==> src/hw/cdcc_defines.svh <==
// Constants for the processor datapath and instruction cycle control
// Function
// - Four 36-bit registers: buffer, accumulator, in-out, carry
// - All memory words pass the memory buffer
// - Fetch loads left six buffer bits into instruction
// - Buffer address feeds adder, address, counter, control
// - Address registers 15 bits, widenable to 18
// - Address register loads from counter, adder, buffer
// - Program counter holds next instruction address
// - Index adder sums base and index register
// - Jump-and-save keeps old counter in adder
// - Adder counts shift, multiply, divide steps
// - Accumulator takes sums, high product, remainder
// - AND, OR, XOR results go to accumulator
// - In-out holds low product and quotient
// - In-out shifts and carries external data
// - Six flags set, cleared, tested; all-zero too
// - Six sense switches tested singly or all-zero
// - Test address and word switches feed console
// - Memory instructions two cycles, jumps and others one
// - Shift takes one cycle plus per-step time
// - Multiply and divide time follow ones count
// - Indexing and each indirect level add cycle
// - In-out completion starts next instruction
// - Index addition is ones-complement, end-around carry
// - Zero index field means no indexing cycle
`ifndef CDCC_DEFINES_SVH
`define CDCC_DEFINES_SVH

`define CDCC_DW         36
`define CDCC_AW         15
`define CDCC_CLK_NS     10
`define CDCC_CYC_NS     5000
`define CDCC_STEP_NS    200
`define CDCC_CYC_TICKS  (`CDCC_CYC_NS / `CDCC_CLK_NS)
`define CDCC_STEP_TICKS (`CDCC_STEP_NS / `CDCC_CLK_NS)
`define CDCC_MD_STEPS   15'h0024

`define CDCC_OP_AND 6'h02
`define CDCC_OP_IOR 6'h04
`define CDCC_OP_XOR 6'h06
`define CDCC_OP_LAC 6'h10
`define CDCC_OP_LIO 6'h12
`define CDCC_OP_DAC 6'h14
`define CDCC_OP_DIO 6'h16
`define CDCC_OP_ADD 6'h20
`define CDCC_OP_SUB 6'h22
`define CDCC_OP_MUL 6'h2C
`define CDCC_OP_DIV 6'h2E
`define CDCC_OP_JMP 6'h30
`define CDCC_OP_JSP 6'h32
`define CDCC_OP_SKP 6'h34
`define CDCC_OP_SFT 6'h36
`define CDCC_OP_IOT 6'h3A
`define CDCC_OP_OPR 6'h3E

`define CDCC_REG_CTRL 8'h00
`define CDCC_REG_STAT 8'h04
`define CDCC_REG_ACL  8'h08
`define CDCC_REG_ACH  8'h0C
`define CDCC_REG_IOL  8'h10
`define CDCC_REG_IOH  8'h14
`define CDCC_REG_MBL  8'h18
`define CDCC_REG_MBH  8'h1C
`define CDCC_REG_CSL  8'h20
`define CDCC_REG_CSH  8'h24
`define CDCC_REG_PC   8'h28
`define CDCC_REG_MA   8'h2C
`define CDCC_REG_IA   8'h30
`define CDCC_REG_MISC 8'h34

`define CDCC_CTRL_START 0
`define CDCC_CTRL_EXAM  1
`define CDCC_CTRL_DEP   2
`define CDCC_CTRL_STOP  3

`endif

==> src/hw/cdcc_pkg.sv <==
// Types shared by the processor datapath and cycle control
package cdcc_pkg;
	typedef enum logic [2:0] {
		S_IDLE  = 3'b000,
		S_FETCH = 3'b001,
		S_INDEX = 3'b010,
		S_DEFER = 3'b011,
		S_EXEC  = 3'b100,
		S_STEP  = 3'b101,
		S_IOW   = 3'b110,
		S_MAN   = 3'b111
	} cdcc_state_t;

	typedef struct packed {
		logic [17:0] addr;
		logic [35:0] wdata;
		logic        rd;
		logic        wr;
	} cdcc_mem_req_t;

	typedef struct packed {
		logic [35:0] data;
		logic [17:0] cmd;
		logic        strobe;
	} cdcc_io_req_t;
endpackage : cdcc_pkg

==> src/hw/cdcc_core.sv <==
// Processor register datapath and memory cycle sequencer
`timescale 1ns/1ps
`include "cdcc_defines.svh"
module cdcc_core
	import cdcc_pkg::*;
#(
	parameter int AW         = `CDCC_AW,
	parameter int CYC_TICKS  = `CDCC_CYC_TICKS,
	parameter int STEP_TICKS = `CDCC_STEP_TICKS
) (
	// Clock and reset
	input  wire logic          pclk,
	input  wire logic          presetn,
	// APB slave
	input  wire logic [7:0]    paddr,
	input  wire logic          psel,
	input  wire logic          penable,
	input  wire logic          pwrite,
	input  wire logic [31:0]   pwdata,
	output logic      [31:0]   prdata,
	output logic               pready,
	output logic               pslverr,
	// Core memory
	output cdcc_mem_req_t      mem_req,
	input  wire logic [35:0]   mem_rdata,
	// Console switches
	input  wire logic [AW-1:0] test_addr,
	input  wire logic [35:0]   test_word,
	input  wire logic [5:0]    sense_sw,
	// In-out equipment
	output cdcc_io_req_t       io_req,
	input  wire logic          io_done,
	input  wire logic [35:0]   io_rdata
);

	cdcc_state_t     state;
	cdcc_state_t     next_state;
	logic [15:0]     cnt;
	logic [15:0]     stp;
	logic [15:0]     slen;
	logic [35:0]     mb;
	logic [35:0]     acc;
	logic [35:0]     io;
	logic [35:0]     cs;
	logic [AW-1:0]   ma;
	logic [AW-1:0]   pc;
	logic [AW-1:0]   ia;
	logic [AW-1:0]   next_ma;
	logic [AW-1:0]   io_cmd;
	logic [5:0]      ir;
	logic [5:0]      flags;
	logic [5:0]      cop;
	logic            mrd;
	logic            mwr;
	logic            next_rd;
	logic            next_wr;
	logic            dfr;
	logic            stop_pend;
	logic            io_stb;
	logic            cmd_start;
	logic            cmd_exam;
	logic            cmd_dep;
	logic            cmd_stop;
	logic            mem_st;
	logic            cyc_end;
	logic            samp;
	logic            memop;
	logic            need_x;
	logic            need_d;
	logic            skip_hit;
	logic            step_fire;
	logic            q_one;
	logic [AW-1:0]   ea;
	logic [AW-1:0]   ia_sum;
	logic [AW-1:0]   pc_inc;
	logic [AW-1:0]   pc_nx;
	logic [36:0]     msum;
	logic [36:0]     drem;
	cdcc_state_t     fn_state;
	logic            fn_rd;

	function automatic logic [AW-1:0] oc_adda(input logic [AW-1:0] a, input logic [AW-1:0] b);
		logic [AW:0] s;
		s = {1'b0, a} + {1'b0, b};
		oc_adda = s[AW-1:0] + AW'(s[AW]);
	endfunction : oc_adda

	function automatic logic [35:0] oc_add36(input logic [35:0] a, input logic [35:0] b);
		logic [36:0] s;
		s = {1'b0, a} + {1'b0, b};
		oc_add36 = s[35:0] + {35'h0, s[36]};
	endfunction : oc_add36

	function automatic logic is_mem(input logic [5:0] op);
		case (op)
			`CDCC_OP_AND, `CDCC_OP_IOR, `CDCC_OP_XOR, `CDCC_OP_LAC, `CDCC_OP_LIO,
			`CDCC_OP_DAC, `CDCC_OP_DIO, `CDCC_OP_ADD, `CDCC_OP_SUB, `CDCC_OP_MUL,
			`CDCC_OP_DIV, `CDCC_OP_JMP, `CDCC_OP_JSP: is_mem = 1'b1;
			default: is_mem = 1'b0;
		endcase
	endfunction : is_mem

	// Drives straight from the buffer, address and strobe registers
	assign mem_req = '{addr: 18'(ma), wdata: mb, rd: mrd, wr: mwr};
	assign io_req  = '{data: io, cmd: 18'(io_cmd), strobe: io_stb};

	assign mem_st  = state inside {S_FETCH, S_INDEX, S_DEFER, S_EXEC, S_MAN};
	assign cyc_end = mem_st && (cnt == 16'(CYC_TICKS - 1));
	assign samp    = mem_st && (cnt == 16'(CYC_TICKS - 2));
	assign cop     = (state == S_FETCH) ? mb[35:30] : ir;
	assign memop   = is_mem(cop);
	assign ia_sum  = oc_adda(ia, mb[AW-1:0]);
	assign ea      = (state == S_INDEX) ? ia_sum : mb[AW-1:0];
	assign need_x  = (state != S_INDEX) && (mb[26:18] != 9'h000);
	assign need_d  = (state == S_INDEX) ? dfr : mb[29];
	assign pc_inc  = (state == S_FETCH) ? pc + AW'(1) : pc;
	assign pc_nx   = pc_inc + AW'(skip_hit);
	assign msum    = {1'b0, acc} + (io[0] ? {1'b0, mb} : 37'h0);
	assign drem    = {acc, io[35]};
	assign q_one   = drem >= {1'b0, mb};
	assign fn_state = stop_pend ? S_IDLE : S_FETCH;
	assign fn_rd   = !stop_pend;
	assign step_fire = (state == S_STEP) && (ia != '0) && (stp == slen - 16'h0001);

	// Skip tests: flag select 1..6 or 7 for all zero, same for switches
	always_comb begin
		logic [2:0] fs;
		logic [2:0] ss;
		logic       ft;
		logic       st;
		fs = mb[2:0];
		ss = mb[5:3];
		ft = (fs == 3'h7) ? (flags == 6'h00) : ((fs != 3'h0) && flags[3'(fs - 3'h1)]);
		st = (ss == 3'h7) ? (sense_sw == 6'h00) : ((ss != 3'h0) && sense_sw[3'(ss - 3'h1)]);
		skip_hit = (state == S_FETCH) && (cop == `CDCC_OP_SKP) && (ft || st);
	end

	// Per-step time: short steps where the multiplier or quotient bit is zero
	always_comb begin
		case (ir)
			`CDCC_OP_MUL: slen = io[0] ? 16'(STEP_TICKS) : 16'h0001;
			`CDCC_OP_DIV: slen = q_one ? 16'(STEP_TICKS) : 16'h0001;
			default:      slen = 16'(STEP_TICKS);
		endcase
	end

	// Cycle-type sequencer
	always_comb begin
		next_state = state;
		next_ma    = ma;
		next_rd    = mrd;
		next_wr    = mwr;
		case (state)
			S_IDLE: begin
				if (cmd_start) begin
					next_state = S_FETCH;
					next_ma    = test_addr;
					next_rd    = 1'b1;
				end else if (cmd_exam || cmd_dep) begin
					next_state = S_MAN;
					next_ma    = test_addr;
					next_rd    = cmd_exam;
					next_wr    = cmd_dep;
				end
			end
			S_MAN: begin
				if (cyc_end) begin
					next_state = S_IDLE;
					next_rd    = 1'b0;
					next_wr    = 1'b0;
				end
			end
			S_FETCH, S_INDEX, S_DEFER: begin
				if (cyc_end) begin
					next_rd = 1'b0;
					next_wr = 1'b0;
					if (state == S_FETCH && !memop) begin
						if (cop == `CDCC_OP_SFT && mb[8:0] != 9'h000) begin
							next_state = S_STEP;
						end else if (cop == `CDCC_OP_IOT && mb[29]) begin
							next_state = S_IOW;
						end else if (cop == `CDCC_OP_OPR && mb[5]) begin
							next_state = S_IDLE;
						end else begin
							next_state = fn_state;
							next_ma    = pc_nx;
							next_rd    = fn_rd;
						end
					end else if (need_x) begin
						next_state = S_INDEX;
						next_ma    = AW'(mb[26:18]);
						next_rd    = 1'b1;
					end else if (need_d) begin
						next_state = S_DEFER;
						next_ma    = ea;
						next_rd    = 1'b1;
					end else if (cop == `CDCC_OP_JMP || cop == `CDCC_OP_JSP) begin
						next_state = fn_state;
						next_ma    = ea;
						next_rd    = fn_rd;
					end else begin
						next_state = S_EXEC;
						next_ma    = ea;
						next_wr    = (cop == `CDCC_OP_DAC) || (cop == `CDCC_OP_DIO);
						next_rd    = !((cop == `CDCC_OP_DAC) || (cop == `CDCC_OP_DIO));
					end
				end
			end
			S_EXEC: begin
				if (cyc_end) begin
					next_rd = 1'b0;
					next_wr = 1'b0;
					if (ir == `CDCC_OP_MUL || ir == `CDCC_OP_DIV) begin
						next_state = S_STEP;
					end else begin
						next_state = fn_state;
						next_ma    = pc;
						next_rd    = fn_rd;
					end
				end
			end
			S_STEP: begin
				// Last step hands over at once, so N steps cost exactly N step times
				if (ia == '0 || (step_fire && ia == AW'(1))) begin
					next_state = fn_state;
					next_ma    = pc;
					next_rd    = fn_rd;
				end
			end
			S_IOW: begin
				if (io_done) begin
					next_state = fn_state;
					next_ma    = pc;
					next_rd    = fn_rd;
				end
			end
			default: next_state = S_IDLE;
		endcase
	end

	// Memory cycle tick counter
	always_ff @(posedge pclk or negedge presetn) begin
		if (!presetn) begin
			cnt <= 16'h0000;
		end else if (!mem_st || cyc_end) begin
			cnt <= 16'h0000;
		end else begin
			cnt <= cnt + 16'h0001;
		end
	end

	// Datapath registers
	always_ff @(posedge pclk or negedge presetn) begin
		if (!presetn) begin
			state     <= S_IDLE;
			ma        <= '0;
			pc        <= '0;
			ia        <= '0;
			mb        <= 36'h0;
			acc       <= 36'h0;
			io        <= 36'h0;
			cs        <= 36'h0;
			ir        <= 6'h00;
			mrd       <= 1'b0;
			mwr       <= 1'b0;
			dfr       <= 1'b0;
			stp       <= 16'h0000;
			io_cmd    <= '0;
			io_stb    <= 1'b0;
			stop_pend <= 1'b0;
		end else begin
			state  <= next_state;
			ma     <= next_ma;
			mrd    <= next_rd;
			mwr    <= next_wr;
			io_stb <= 1'b0;
			stop_pend <= cmd_stop || (stop_pend && state != S_IDLE && next_state != S_IDLE);
			if (state == S_IDLE && cmd_start)
				pc <= test_addr;
			if (state == S_IDLE && cmd_dep)
				mb <= test_word;
			if (samp && !mwr)
				mb <= mem_rdata;
			if (next_state == S_EXEC && state != S_EXEC && next_wr)
				mb <= (cop == `CDCC_OP_DIO) ? io : acc;
			if (cyc_end) begin
				case (state)
					S_FETCH: begin
						ir  <= mb[35:30];
						pc  <= pc_nx;
						dfr <= mb[29];
						if (cop == `CDCC_OP_SFT) begin
							ia  <= AW'(mb[8:0]);
							stp <= 16'h0000;
						end
						if (cop == `CDCC_OP_IOT) begin
							io_cmd <= mb[AW-1:0];
							io_stb <= 1'b1;
						end
						if (cop == `CDCC_OP_OPR && mb[4])
							acc <= acc | test_word;
					end
					S_DEFER: dfr <= mb[29];
					S_INDEX: ia <= ia_sum;
					S_EXEC: begin
						stp <= 16'h0000;
						case (ir)
							`CDCC_OP_AND: acc <= acc & mb;
							`CDCC_OP_IOR: acc <= acc | mb;
							`CDCC_OP_XOR: acc <= acc ^ mb;
							`CDCC_OP_LAC: acc <= mb;
							`CDCC_OP_LIO: io <= mb;
							`CDCC_OP_ADD: acc <= oc_add36(acc, mb);
							`CDCC_OP_SUB: acc <= oc_add36(acc, ~mb);
							`CDCC_OP_MUL: begin
								// Multiplier moves to in-out, product builds in both
								ia  <= AW'(`CDCC_MD_STEPS);
								io  <= acc;
								acc <= 36'h0;
							end
							`CDCC_OP_DIV: ia <= (acc >= mb) ? '0 : AW'(`CDCC_MD_STEPS);
							default: ;
						endcase
					end
					default: ;
				endcase
				if ((state == S_FETCH || state == S_DEFER) && memop && need_x)
					ia <= mb[AW-1:0];
				if (state != S_EXEC && state != S_MAN && memop && !need_x && !need_d
					&& (cop == `CDCC_OP_JMP || cop == `CDCC_OP_JSP)) begin
					pc <= ea;
					if (cop == `CDCC_OP_JSP)
						ia <= pc_inc;
				end
			end
			if (state == S_STEP && ia != '0) begin
				if (step_fire) begin
					stp <= 16'h0000;
					ia  <= ia - AW'(1);
					case (ir)
						`CDCC_OP_MUL: begin
							acc <= msum[36:1];
							io  <= {msum[0], io[35:1]};
							cs  <= {35'h0, msum[36]};
						end
						`CDCC_OP_DIV: begin
							acc <= q_one ? 36'(drem - {1'b0, mb}) : drem[35:0];
							io  <= {io[34:0], q_one};
						end
						default: begin
							case ({mb[10], mb[9]})
								2'b11:   io <= {io[35], io[33:0], io[35]};
								2'b10:   io <= {io[34:0], 1'b0};
								2'b01:   io <= {io[35], io[35:1]};
								default: io <= {1'b0, io[35:1]};
							endcase
						end
					endcase
				end else begin
					stp <= stp + 16'h0001;
				end
			end
			if (state == S_IOW && io_done)
				io <= io_rdata;
		end
	end

	// Program flags, one flip-flop each
	genvar gi;
	for (gi = 0; gi < 6; gi++) begin : g_flag
		always_ff @(posedge pclk or negedge presetn) begin
			if (!presetn) begin
				flags[gi] <= 1'b0;
			end else if (state == S_FETCH && cyc_end && cop == `CDCC_OP_OPR
				&& (mb[2:0] == 3'(gi + 1) || mb[2:0] == 3'h7)) begin
				flags[gi] <= mb[3];
			end
		end
	end

	// APB slave, zero wait states, read data latched in the setup cycle
	always_ff @(posedge pclk or negedge presetn) begin
		if (!presetn) begin
			prdata    <= 32'h0;
			pready    <= 1'b0;
			pslverr   <= 1'b0;
			cmd_start <= 1'b0;
			cmd_exam  <= 1'b0;
			cmd_dep   <= 1'b0;
			cmd_stop  <= 1'b0;
		end else begin
			pready    <= psel && !penable;
			cmd_start <= 1'b0;
			cmd_exam  <= 1'b0;
			cmd_dep   <= 1'b0;
			cmd_stop  <= 1'b0;
			if (psel && !penable) begin
				pslverr <= 1'b0;
				prdata  <= 32'h0;
				if (paddr == `CDCC_REG_CTRL)
					prdata <= 32'h0;
				else if (paddr == `CDCC_REG_STAT)
					prdata <= {27'h0, state, stop_pend, state != S_IDLE};
				else if (paddr == `CDCC_REG_ACL)
					prdata <= acc[31:0];
				else if (paddr == `CDCC_REG_ACH)
					prdata <= {28'h0, acc[35:32]};
				else if (paddr == `CDCC_REG_IOL)
					prdata <= io[31:0];
				else if (paddr == `CDCC_REG_IOH)
					prdata <= {28'h0, io[35:32]};
				else if (paddr == `CDCC_REG_MBL)
					prdata <= mb[31:0];
				else if (paddr == `CDCC_REG_MBH)
					prdata <= {28'h0, mb[35:32]};
				else if (paddr == `CDCC_REG_CSL)
					prdata <= cs[31:0];
				else if (paddr == `CDCC_REG_CSH)
					prdata <= {28'h0, cs[35:32]};
				else if (paddr == `CDCC_REG_PC)
					prdata <= 32'(pc);
				else if (paddr == `CDCC_REG_MA)
					prdata <= 32'(ma);
				else if (paddr == `CDCC_REG_IA)
					prdata <= 32'(ia);
				else if (paddr == `CDCC_REG_MISC)
					prdata <= {18'h0, flags, 2'b00, ir};
				else
					pslverr <= 1'b1;
			end
			if (psel && penable && pready && pwrite && paddr == `CDCC_REG_CTRL) begin
				cmd_start <= pwdata[`CDCC_CTRL_START];
				cmd_exam  <= pwdata[`CDCC_CTRL_EXAM];
				cmd_dep   <= pwdata[`CDCC_CTRL_DEP];
				cmd_stop  <= pwdata[`CDCC_CTRL_STOP];
			end
		end
	end
endmodule : cdcc_core

==> config.mk <==
export PLATFORM = sky130hd
export DESIGN_NAME = cdcc_core
export DESIGN_NICKNAME = d
export VERILOG_FILES = /design/src/hw/cdcc_pkg.sv /design/src/hw/cdcc_core.sv
export VERILOG_INCLUDE_DIRS = /design/src /design/src/hw
export SDC_FILE = /design/constraint.sdc
export NUM_CORES = 2
export LEC_CHECK = 0
export BUFFER_PORTS_ARGS = -buffer_cell sky130_fd_sc_hd__buf_2
export CAP_MARGIN = 40
export CORE_UTILIZATION = 35
export DETAILED_ROUTE_END_ITERATION = 7
export PLACE_DENSITY_LB_ADDON = 0.12
export REMOVE_ABC_BUFFERS = 1
export SYNTH_ARGS = -nofsm -noshare
export SYNTH_HDL_FRONTEND = slang
export SYNTH_SLANG_ARGS = --single-unit
==> constraint.sdc <==
create_clock -name pclk -period 11 [get_ports pclk]
set_input_delay 3.3 -clock pclk [delete_from_list [all_inputs] [get_ports pclk]]
set_output_delay 3.3 -clock pclk [all_outputs]
set_load 0.02 [all_outputs]
Yosys cells after proc, flatten, opt, wreduce, memory -nomap -nowiden
Memories as Yosys holds them, arrays and structs flattened.
Cells that the tools add are included.
{ "word_totals": {"reg_bits": 259, "romBits": 64, "inputBits": 175, "output_inout_bits": 145, "elab_cells": 363, "memories": 1} }
{ "classes": {"n_addsub": 16, "order_cmp": 4, "n_eq_ne": 69, "mux": 144, "bitwise_logic": 5, "n_reduce_logical": 93} }
{ "memory_table": {"columns": ["name", "depth", "width", "read_ports", "rd_clocked_by_memory_dff", "wr", "line", "rtl"], "rows": [
  ["(no name shown)", 64, 1, 1, 0, 0, "cdcc_core.sv:95", "case (op)"]
]} }
{ "ops": {"columns": ["op", "n"], "rows": [
  ["$mux 36", 15],
  ["$mux 15", 31],
  ["$pmux 36 s2", 4],
  ["$pmux 36 s7", 1],
  ["$mux 32", 7],
  ["$add 36x36->37", 3],
  ["$pmux 36 s3", 1],
  ["$mux 16", 5],
  ["$pmux 15 s5", 1],
  ["$add 36x1->36", 2],
  ["$or 36x36->36", 2],
  ["$eq 6x6->1 const B", 10],
  ["$mux 1", 51],
  ["$eq 8x6->1 const B", 6],
  ["$pmux 15 s3", 1],
  ["$logic_and 1x1->1", 43],
  ["$mux 3", 14],
  ["$ge 37x36->1", 1],
  ["$and 36x36->36", 1],
  ["$ge 36x36->1", 1],
  ["$not 36->36", 1],
  ["$sub 36x36->36", 1],
  ["$xor 36x36->36", 1],
  ["$add 16x1->16 const B", 2],
  ["53 further kinds", 126]
]} }

Depth between registers and ports, before layout
{ "logic_depth": {"depth_word": 15, "mapped_depth": 26, "ltp_nobuf": 22} }

Least setup slack after synthesis
Ideal clock, no wire load.
{ "synth_path": {"path_type": "input to register", "startpoint": "in sense_sw[0]", "endpoint": "reg ma[10]", "setup_time_ps": 125, "arrival_ps": 5810, "t_required_ps": 10875, "path_slack_ps": 5065, "stages": 15, "path_buffers": 0, "path_cell_list": "mux4_2 > nor2b_1 > a31oi_1 > nor3_1 > a21oi_1 > a211oi_1 > ha_1 > ha_1 > and2_1 > nand3_1 > nor3b_1 > xnor2_1 > a222oi_1 > o21ai_0 > mux2_2"} }
{ "synth_between": {"elab_chain_len": 13, "elab_cells_between_ends": 14, "cone_classes": "1 x add/sub; 9 x mux; 4 x reduce/logical"} }
{ "synth_rtl": {"columns": ["item", "line", "rtl"], "rows": [
  ["start: declaration", "cdcc_core.sv:29", "input wire logic [5:0] sense_sw,"],
  ["$bmux 1 s3", "cdcc_core.sv:134", "st = (ss == 3'h7) ? (sense_sw == 6'h00) : ((ss != 3'h0) && sense_sw[3'(ss - 3'h1)]);"],
  ["$mux 1 (implied by the code)", "cdcc_core.sv:134", null],
  ["$logic_and 1x1->1", "cdcc_core.sv:134", null],
  ["$mux 1 (*)", "cdcc_core.sv:134", null],
  ["$logic_or 1x1->1 (*)", "cdcc_core.sv:135", "skip_hit = (state == S_FETCH) && (cop == `CDCC_OP_SKP) && (ft || st);"],
  ["$logic_and 1x1->1 (*)", "cdcc_core.sv:135", null],
  ["$add 15x1->15 (*)", "cdcc_core.sv:117", "assign pc_nx = pc_inc + AW'(skip_hit);"],
  ["$mux 15 (*)", "cdcc_core.sv:182", "end else if (cop == `CDCC_OP_OPR && mb[5]) begin"],
  ["$mux 15 (*)", "cdcc_core.sv:180", "end else if (cop == `CDCC_OP_IOT && mb[29]) begin"],
  ["$mux 15 (*)", "cdcc_core.sv:178", "if (cop == `CDCC_OP_SFT && mb[8:0] != 9'h000) begin"],
  ["$mux 15 (*)", "cdcc_core.sv:177", "if (state == S_FETCH && !memop) begin"],
  ["$mux 15 (*)", "cdcc_core.sv:174", "if (cyc_end) begin"],
  ["$pmux 15 s5 (*)", "cdcc_core.sv:153", "case (state)"],
  ["end signal: assignment", "cdcc_core.sv:273", "ma <= next_ma;"],
  ["end: declaration", "cdcc_core.sv:45", "logic [AW-1:0] ma;"]
]} }
Every way passes the cells marked *; elsewhere a longest branch is shown, timed or not. The select of a mux whose other input is x is not followed.
A chain may end at the register's enable or synchronous reset.

Worst setup path in the final report
{ "layout_path": {"startpoint": "reg mb[3]", "endpoint": "reg acc[33]"} }
{ "layout_between": {"elab_chain_len": 9, "elab_cells_between_ends": 21, "cone_classes": "7 x add/sub; 1 x order compare; 1 x eq/ne; 10 x mux; 1 x bitwise; 1 x reduce/logical"} }
{ "layout_rtl": {"columns": ["item", "line", "rtl"], "rows": [
  ["start: declaration", "cdcc_core.sv:41", "logic [35:0] mb;"],
  ["start signal: assignment", "cdcc_core.sv:281", "mb <= test_word;"],
  ["start signal: assignment", "cdcc_core.sv:283", "mb <= mem_rdata;"],
  ["start signal: assignment", "cdcc_core.sv:285", "mb <= (cop == `CDCC_OP_DIO) ? io : acc;"],
  ["$not 36->36", "cdcc_core.sv:314", "`CDCC_OP_SUB: acc <= oc_add36(acc, ~mb);"],
  ["$add 36x36->37", "cdcc_core.sv:90", "s = {1'b0, a} + {1'b0, b};"],
  ["$add 36x1->36", "cdcc_core.sv:91", "oc_add36 = s[35:0] + {35'h0, s[36]};"],
  ["$pmux 36 s7", "cdcc_core.sv:307", "case (ir)"],
  ["$pmux 36 s2", "cdcc_core.sv:287", "case (state)"],
  ["$mux 36", "cdcc_core.sv:286", "if (cyc_end) begin"],
  ["$pmux 36 s2", "cdcc_core.sv:340", "case (ir)"],
  ["$mux 36", "cdcc_core.sv:337", "if (step_fire) begin"],
  ["$mux 36 (*)", "cdcc_core.sv:336", "if (state == S_STEP && ia != '0) begin"],
  ["end signal: assignment", "cdcc_core.sv:301", "acc <= acc | test_word;"],
  ["end signal: assignment", "cdcc_core.sv:342", "acc <= msum[36:1];"],
  ["end signal: assignment", "cdcc_core.sv:347", "acc <= q_one ? 36'(drem - {1'b0, mb}) : drem[35:0];"],
  ["end: declaration", "cdcc_core.sv:42", "logic [35:0] acc;"]
]} }
Every way passes the cells marked *; elsewhere a longest branch is shown, timed or not.

==> summary.txt <==
Run status
  – Status: finished with violations
  – Failing checks: design-rule violations

STA
  – Clk_skew: 20.5 ps
  – RSZ-0062 raised after global routing: false
  – Min Tclk post-route: 8140 ps
  – Final setup TNS: 0 ps
  – Setup Viol. Count Final: 0
  – PnR worst setup slack: 2860 ps
  – Slew Viols, Final: 0
  – Final Hold Fails: 0
  – Slew HR: 0.358
  – Fmax: 0.123 GHz
  – Final Cycle Share: 0.740
  – Slew @ Worst Pin: 957 ps

Clocking
  – Post-CTS setup buffer count: 0
  – # resized after CTS: 0
  – Clock Sinks: 259
  – Hold buffers post-CTS: 0
  – Worst skew pair latency: 570 ps
  – Clock Tree Buf Depth: 3
  – Clock slew at reported path FFs: 60 ps
  – CTS tree: done
  – Clock Tree Root: clkbuf_16
  – Inserted Clock Buffers: 35
  – H-Tree Depth: 2

Drt
  – Vias per cell: 6.39
  – DR WL met3: 14.5 mm
  – 1st-iter DRT viols: 4212
  – Post-DRT Antenna Nets: 0
  – Top Layer Used: met5
  – Routed wl met2: 68.4 mm
  – Routed Wire Length: 158 mm
  – Via Count: 35100
  – WL/cell: 28.7 microns
  – Post-route DRC: 32
  – Pre-antenna DRT Iters: 8
  – Post-Route M1 WL: 67.1 mm

Worst setup path
  – FF-to-FF setup slack: 2860 ps
  – Ordered list of cells on the worst path: buf_4 > inv_1 > ha_1 > o21ai_0 > o21ai_1 > a311o_1 > nand3_1 > a21oi_1 > nand2b_1 > a31oi_1 > o21bai_1 > a21o_1 > ha_1 > nand3_1 > nor3_1 > and4_1 > nand4_1 > or4_1 > nor4_2 > mux2i_1 > or3_1 > a22oi_1 > o21ai_0
  – CP Data Arrival Time: 8560 ps
  – RR Endpoint: acc[33]$_DFF_PN0_
  – Worst EP required: 11420 ps
  – Cell family with most CP delay: simple AND/OR/NAND/NOR gates
  – CP max stage delay: 680 ps
  – CP max-delay cell: ha_1
  – WP depth: 23
  – Maximum fanout along the worst path: 16
  – WS Path Type: reg2reg
  – Crit path buffers/inverters: 2
  – RR Startpoint: mb[3]$_DFFE_PN0P_
  – Worst setup SP type: flop
  – Critical Path Sink Type: flop
  – R2r worst-path depth: 23

Power
  – Sequential share of power: 0.427
  – Leakage dissipation: 14.9 nW
  – Total power: 2.27 mW
  – Psw: 0.594 mW
  – VDD IR-drop max: 0.101 mV
  – Switching Fraction: 0.262
  – Gate power share: 0.054
  – PD cells: 64.3 nW/um^2
  – Power Internal: 1.68 mW
  – Clock group share of total power: 0.519

Floorplan
  – Site row count: 109
  – CORE AREA: 88500 sq um
  – Chip Height: 301 microns
  – DIE AREA: 90700 sq um
  – Die span in x: 301 microns
  – # IOs: 320
  – Initial Utilization: 0.354

Place
  – Setup WS pre-CTS: 3250 ps
  – GPL Wtd Cong: 0.989
  – Count of buffers from port buffering: 285
  – DP HPWL: 119 mm

GRT
  – First-pass GRT wire length: 226 mm
  – Number of global-route vias before repair: 32800
  – Initial antenna violation count: 12
  – Largest net degree at the start of global routing: 92
  – Total global routing overflow: 0
  – Total GRT Usage: 0.335

Synth
  – Main combinational cell family by area after synthesis: compound AO/OA/AOI/OAI gates
  – Synth Register Bits: 259
  – Mapped Area: 31300 sq um
  – Post-synthesis compound-gate area fraction: 0.316
  – Adder-Cell Fraction of Synth Area: 0.0906
  – Register area share after synthesis: 0.207
  – Synth Area per Inst: 7.54 sq um
  – Cells after Synth: 4158
  – Simple-gate share of the synthesized area: 0.218
  – Post-synth top flop: dfrtp_1
  – Syn. warnings: 0
  – Post-synth ARST share: 1.00
  – Xor and xnor fraction of the mapped netlist area: 0.0656
  – EDFF count, synth: 0
  – Number of library cell types mapped by synthesis: 113
  – Multiplexer area fraction after synthesis: 0.0511

Worst hold path
  – Hold Path End: prdata[5]$_DFFE_PN0P_
  – Hold crit path type: reg2reg
  – Worst hold start: prdata[5]$_DFFE_PN0P_
  – Hold depth: 2

Layout
  – FF/Latch Area: 6480 sq um
  – Multi-input gate area: 23400 sq um
  – Filler cell count in the final layout: 9316
  – Layout cells sized above 1: 0.131
  – Final nets: 4704
  – Area Overhead vs Synth: 12.6%

Job
  – Max-cap violation count: 0
-- worst register-to-register path, stage by stage, from the launching register on --
cell and delay, ps:
dfrtp_1 320, buf_4 320, inv_1 330, ha_1 680, o21ai_0 410, o21ai_1 400, a311o_1 460, nand3_1 180
a21oi_1 340, nand2b_1 270, a31oi_1 160, o21bai_1 330, a21o_1 300, ha_1 250, nand3_1 220, nor3_1 570
and4_1 350, nand4_1 290, or4_1 620, nor4_2 340, mux2i_1 180, or3_1 370, a22oi_1 190, o21ai_0 110
-- final cells by class --
| cell class | count | share of cell area |
|---|---|---|
| Multi-Input combinational cell | 3488 | 0.664 |
| Sequential cell | 259 | 0.184 |
| Timing Repair Buffer | 384 | 0.0650 |
| Tap cell | 1165 | 0.0413 |
| Clock buffer | 46 | 0.0277 |
| Inverter | 137 | 0.0146 |
| Clock inverter | 12 | 0.00397 |
| Antenna cell | 2 | 0.000142 |
-- state kept, by name, indices dropped and copies added, names as in the netlist, 3 cells and up --
signal and cells:
acc 36, cnt 16, flags 6, ia 15, io 36, io_cmd 15, ir 6, ma 15
mb 36, pc 15, prdata 32, state 3, stp 16
-- logic make-up (layout without fill, tap and decap cells) --
group / count (synthesis) / count (layout)
xor+xnor: 234 / 234
mux: 153 / 153
other cells: 1 / 8
simple gates: 1392 / 1392
compound gates: 1479 / 1479
flops: 259 / 259
fa+ha+maj: 224 / 224
buf+inv: 416 / 579
-- worst max-delay path by stage --
stage | startpoint | slack [ps] | to
after detailed placement | mb[3]$_DFFE_PN0P_ | 3250 | acc[33]$_DFF_PN0_
after floorplan | state[0]$_DFF_PN0_ | 2970 | mb[0]$_DFFE_PN0P_
after global routing | mb[3]$_DFFE_PN0P_ | 2810 | acc[33]$_DFF_PN0_
after CTS | mb[3]$_DFFE_PN0P_ | 3190 | acc[33]$_DFF_PN0_
final | mb[3]$_DFFE_PN0P_ | 2860 | acc[33]$_DFF_PN0_
after global placement | mb[3]$_DFFE_PN0P_ | 3270 | acc[33]$_DFF_PN0_
-- stage by stage --
stage	hold slack [ps]	utilization	instance area (sq um)	std cells
2_1_floorplan	468	-	30200	3884
3_3_place_gp	469	0.383	33900	5417
3_5_place_dp	472	0.386	34200	5432
4_1_cts	486	0.399	35300	5490
5_1_grt	502	0.399	35300	5491
6_report	482	0.399	35300	5493
-- placed cells by master, fill, tap and decap left out, drive strengths merged, types with 116 or more instances in the layout --
master	count
nand2	447
dfrtp	259
inv	137
mux2i	116
a21oi	272
nor2	306
xnor2	161
ha	219
o21ai	431
buf	383
-- power groups by stage --
stage	registers [mW]	logic (mW)	clock network, mW
after floorplan	0.986	0.0324	0
after global placement	0.987	0.118	0
after detailed placement	0.986	0.122	0
after CTS	0.969	0.122	1.19
after global routing	0.969	0.131	1.23
final	0.970	0.122	1.18
-- synthesized netlist by cell type, types with 39 or more instances --
cell type / n / area (sq um)
nand2_1: 447 / 1680
o21ai_0: 424 / 2120
nor2_1: 304 / 1140
a21oi_1: 270 / 1350
dfrtp_1: 259 / 6480
clkbuf_1: 230 / 863
ha_1: 219 / 2740
xnor2_1: 160 / 1400
inv_1: 135 / 507
mux2i_1: 116 / 1160
nor3_1: 107 / 536
nand3_1: 88 / 440
a22oi_1: 83 / 623
o211ai_1: 80 / 601
xor2_1: 73 / 639
and2_1: 68 / 425
a21o_1: 64 / 480
a211oi_1: 62 / 465
a221oi_1: 54 / 473
nor4_1: 52 / 325
and3_1: 47 / 294
nand4_1: 43 / 269
nor2b_1: 40 / 250
nand2b_1: 39 / 244
or3_1: 39 / 244
-- per-layer routing --
metal,GRT usage,up-vias
met5,0,-
met4,0.149,10
met1,0.457,17100
met2,0.512,1819
met3,0.0612,353
li1,-,15800
Power figures use the tool's default switching activity.
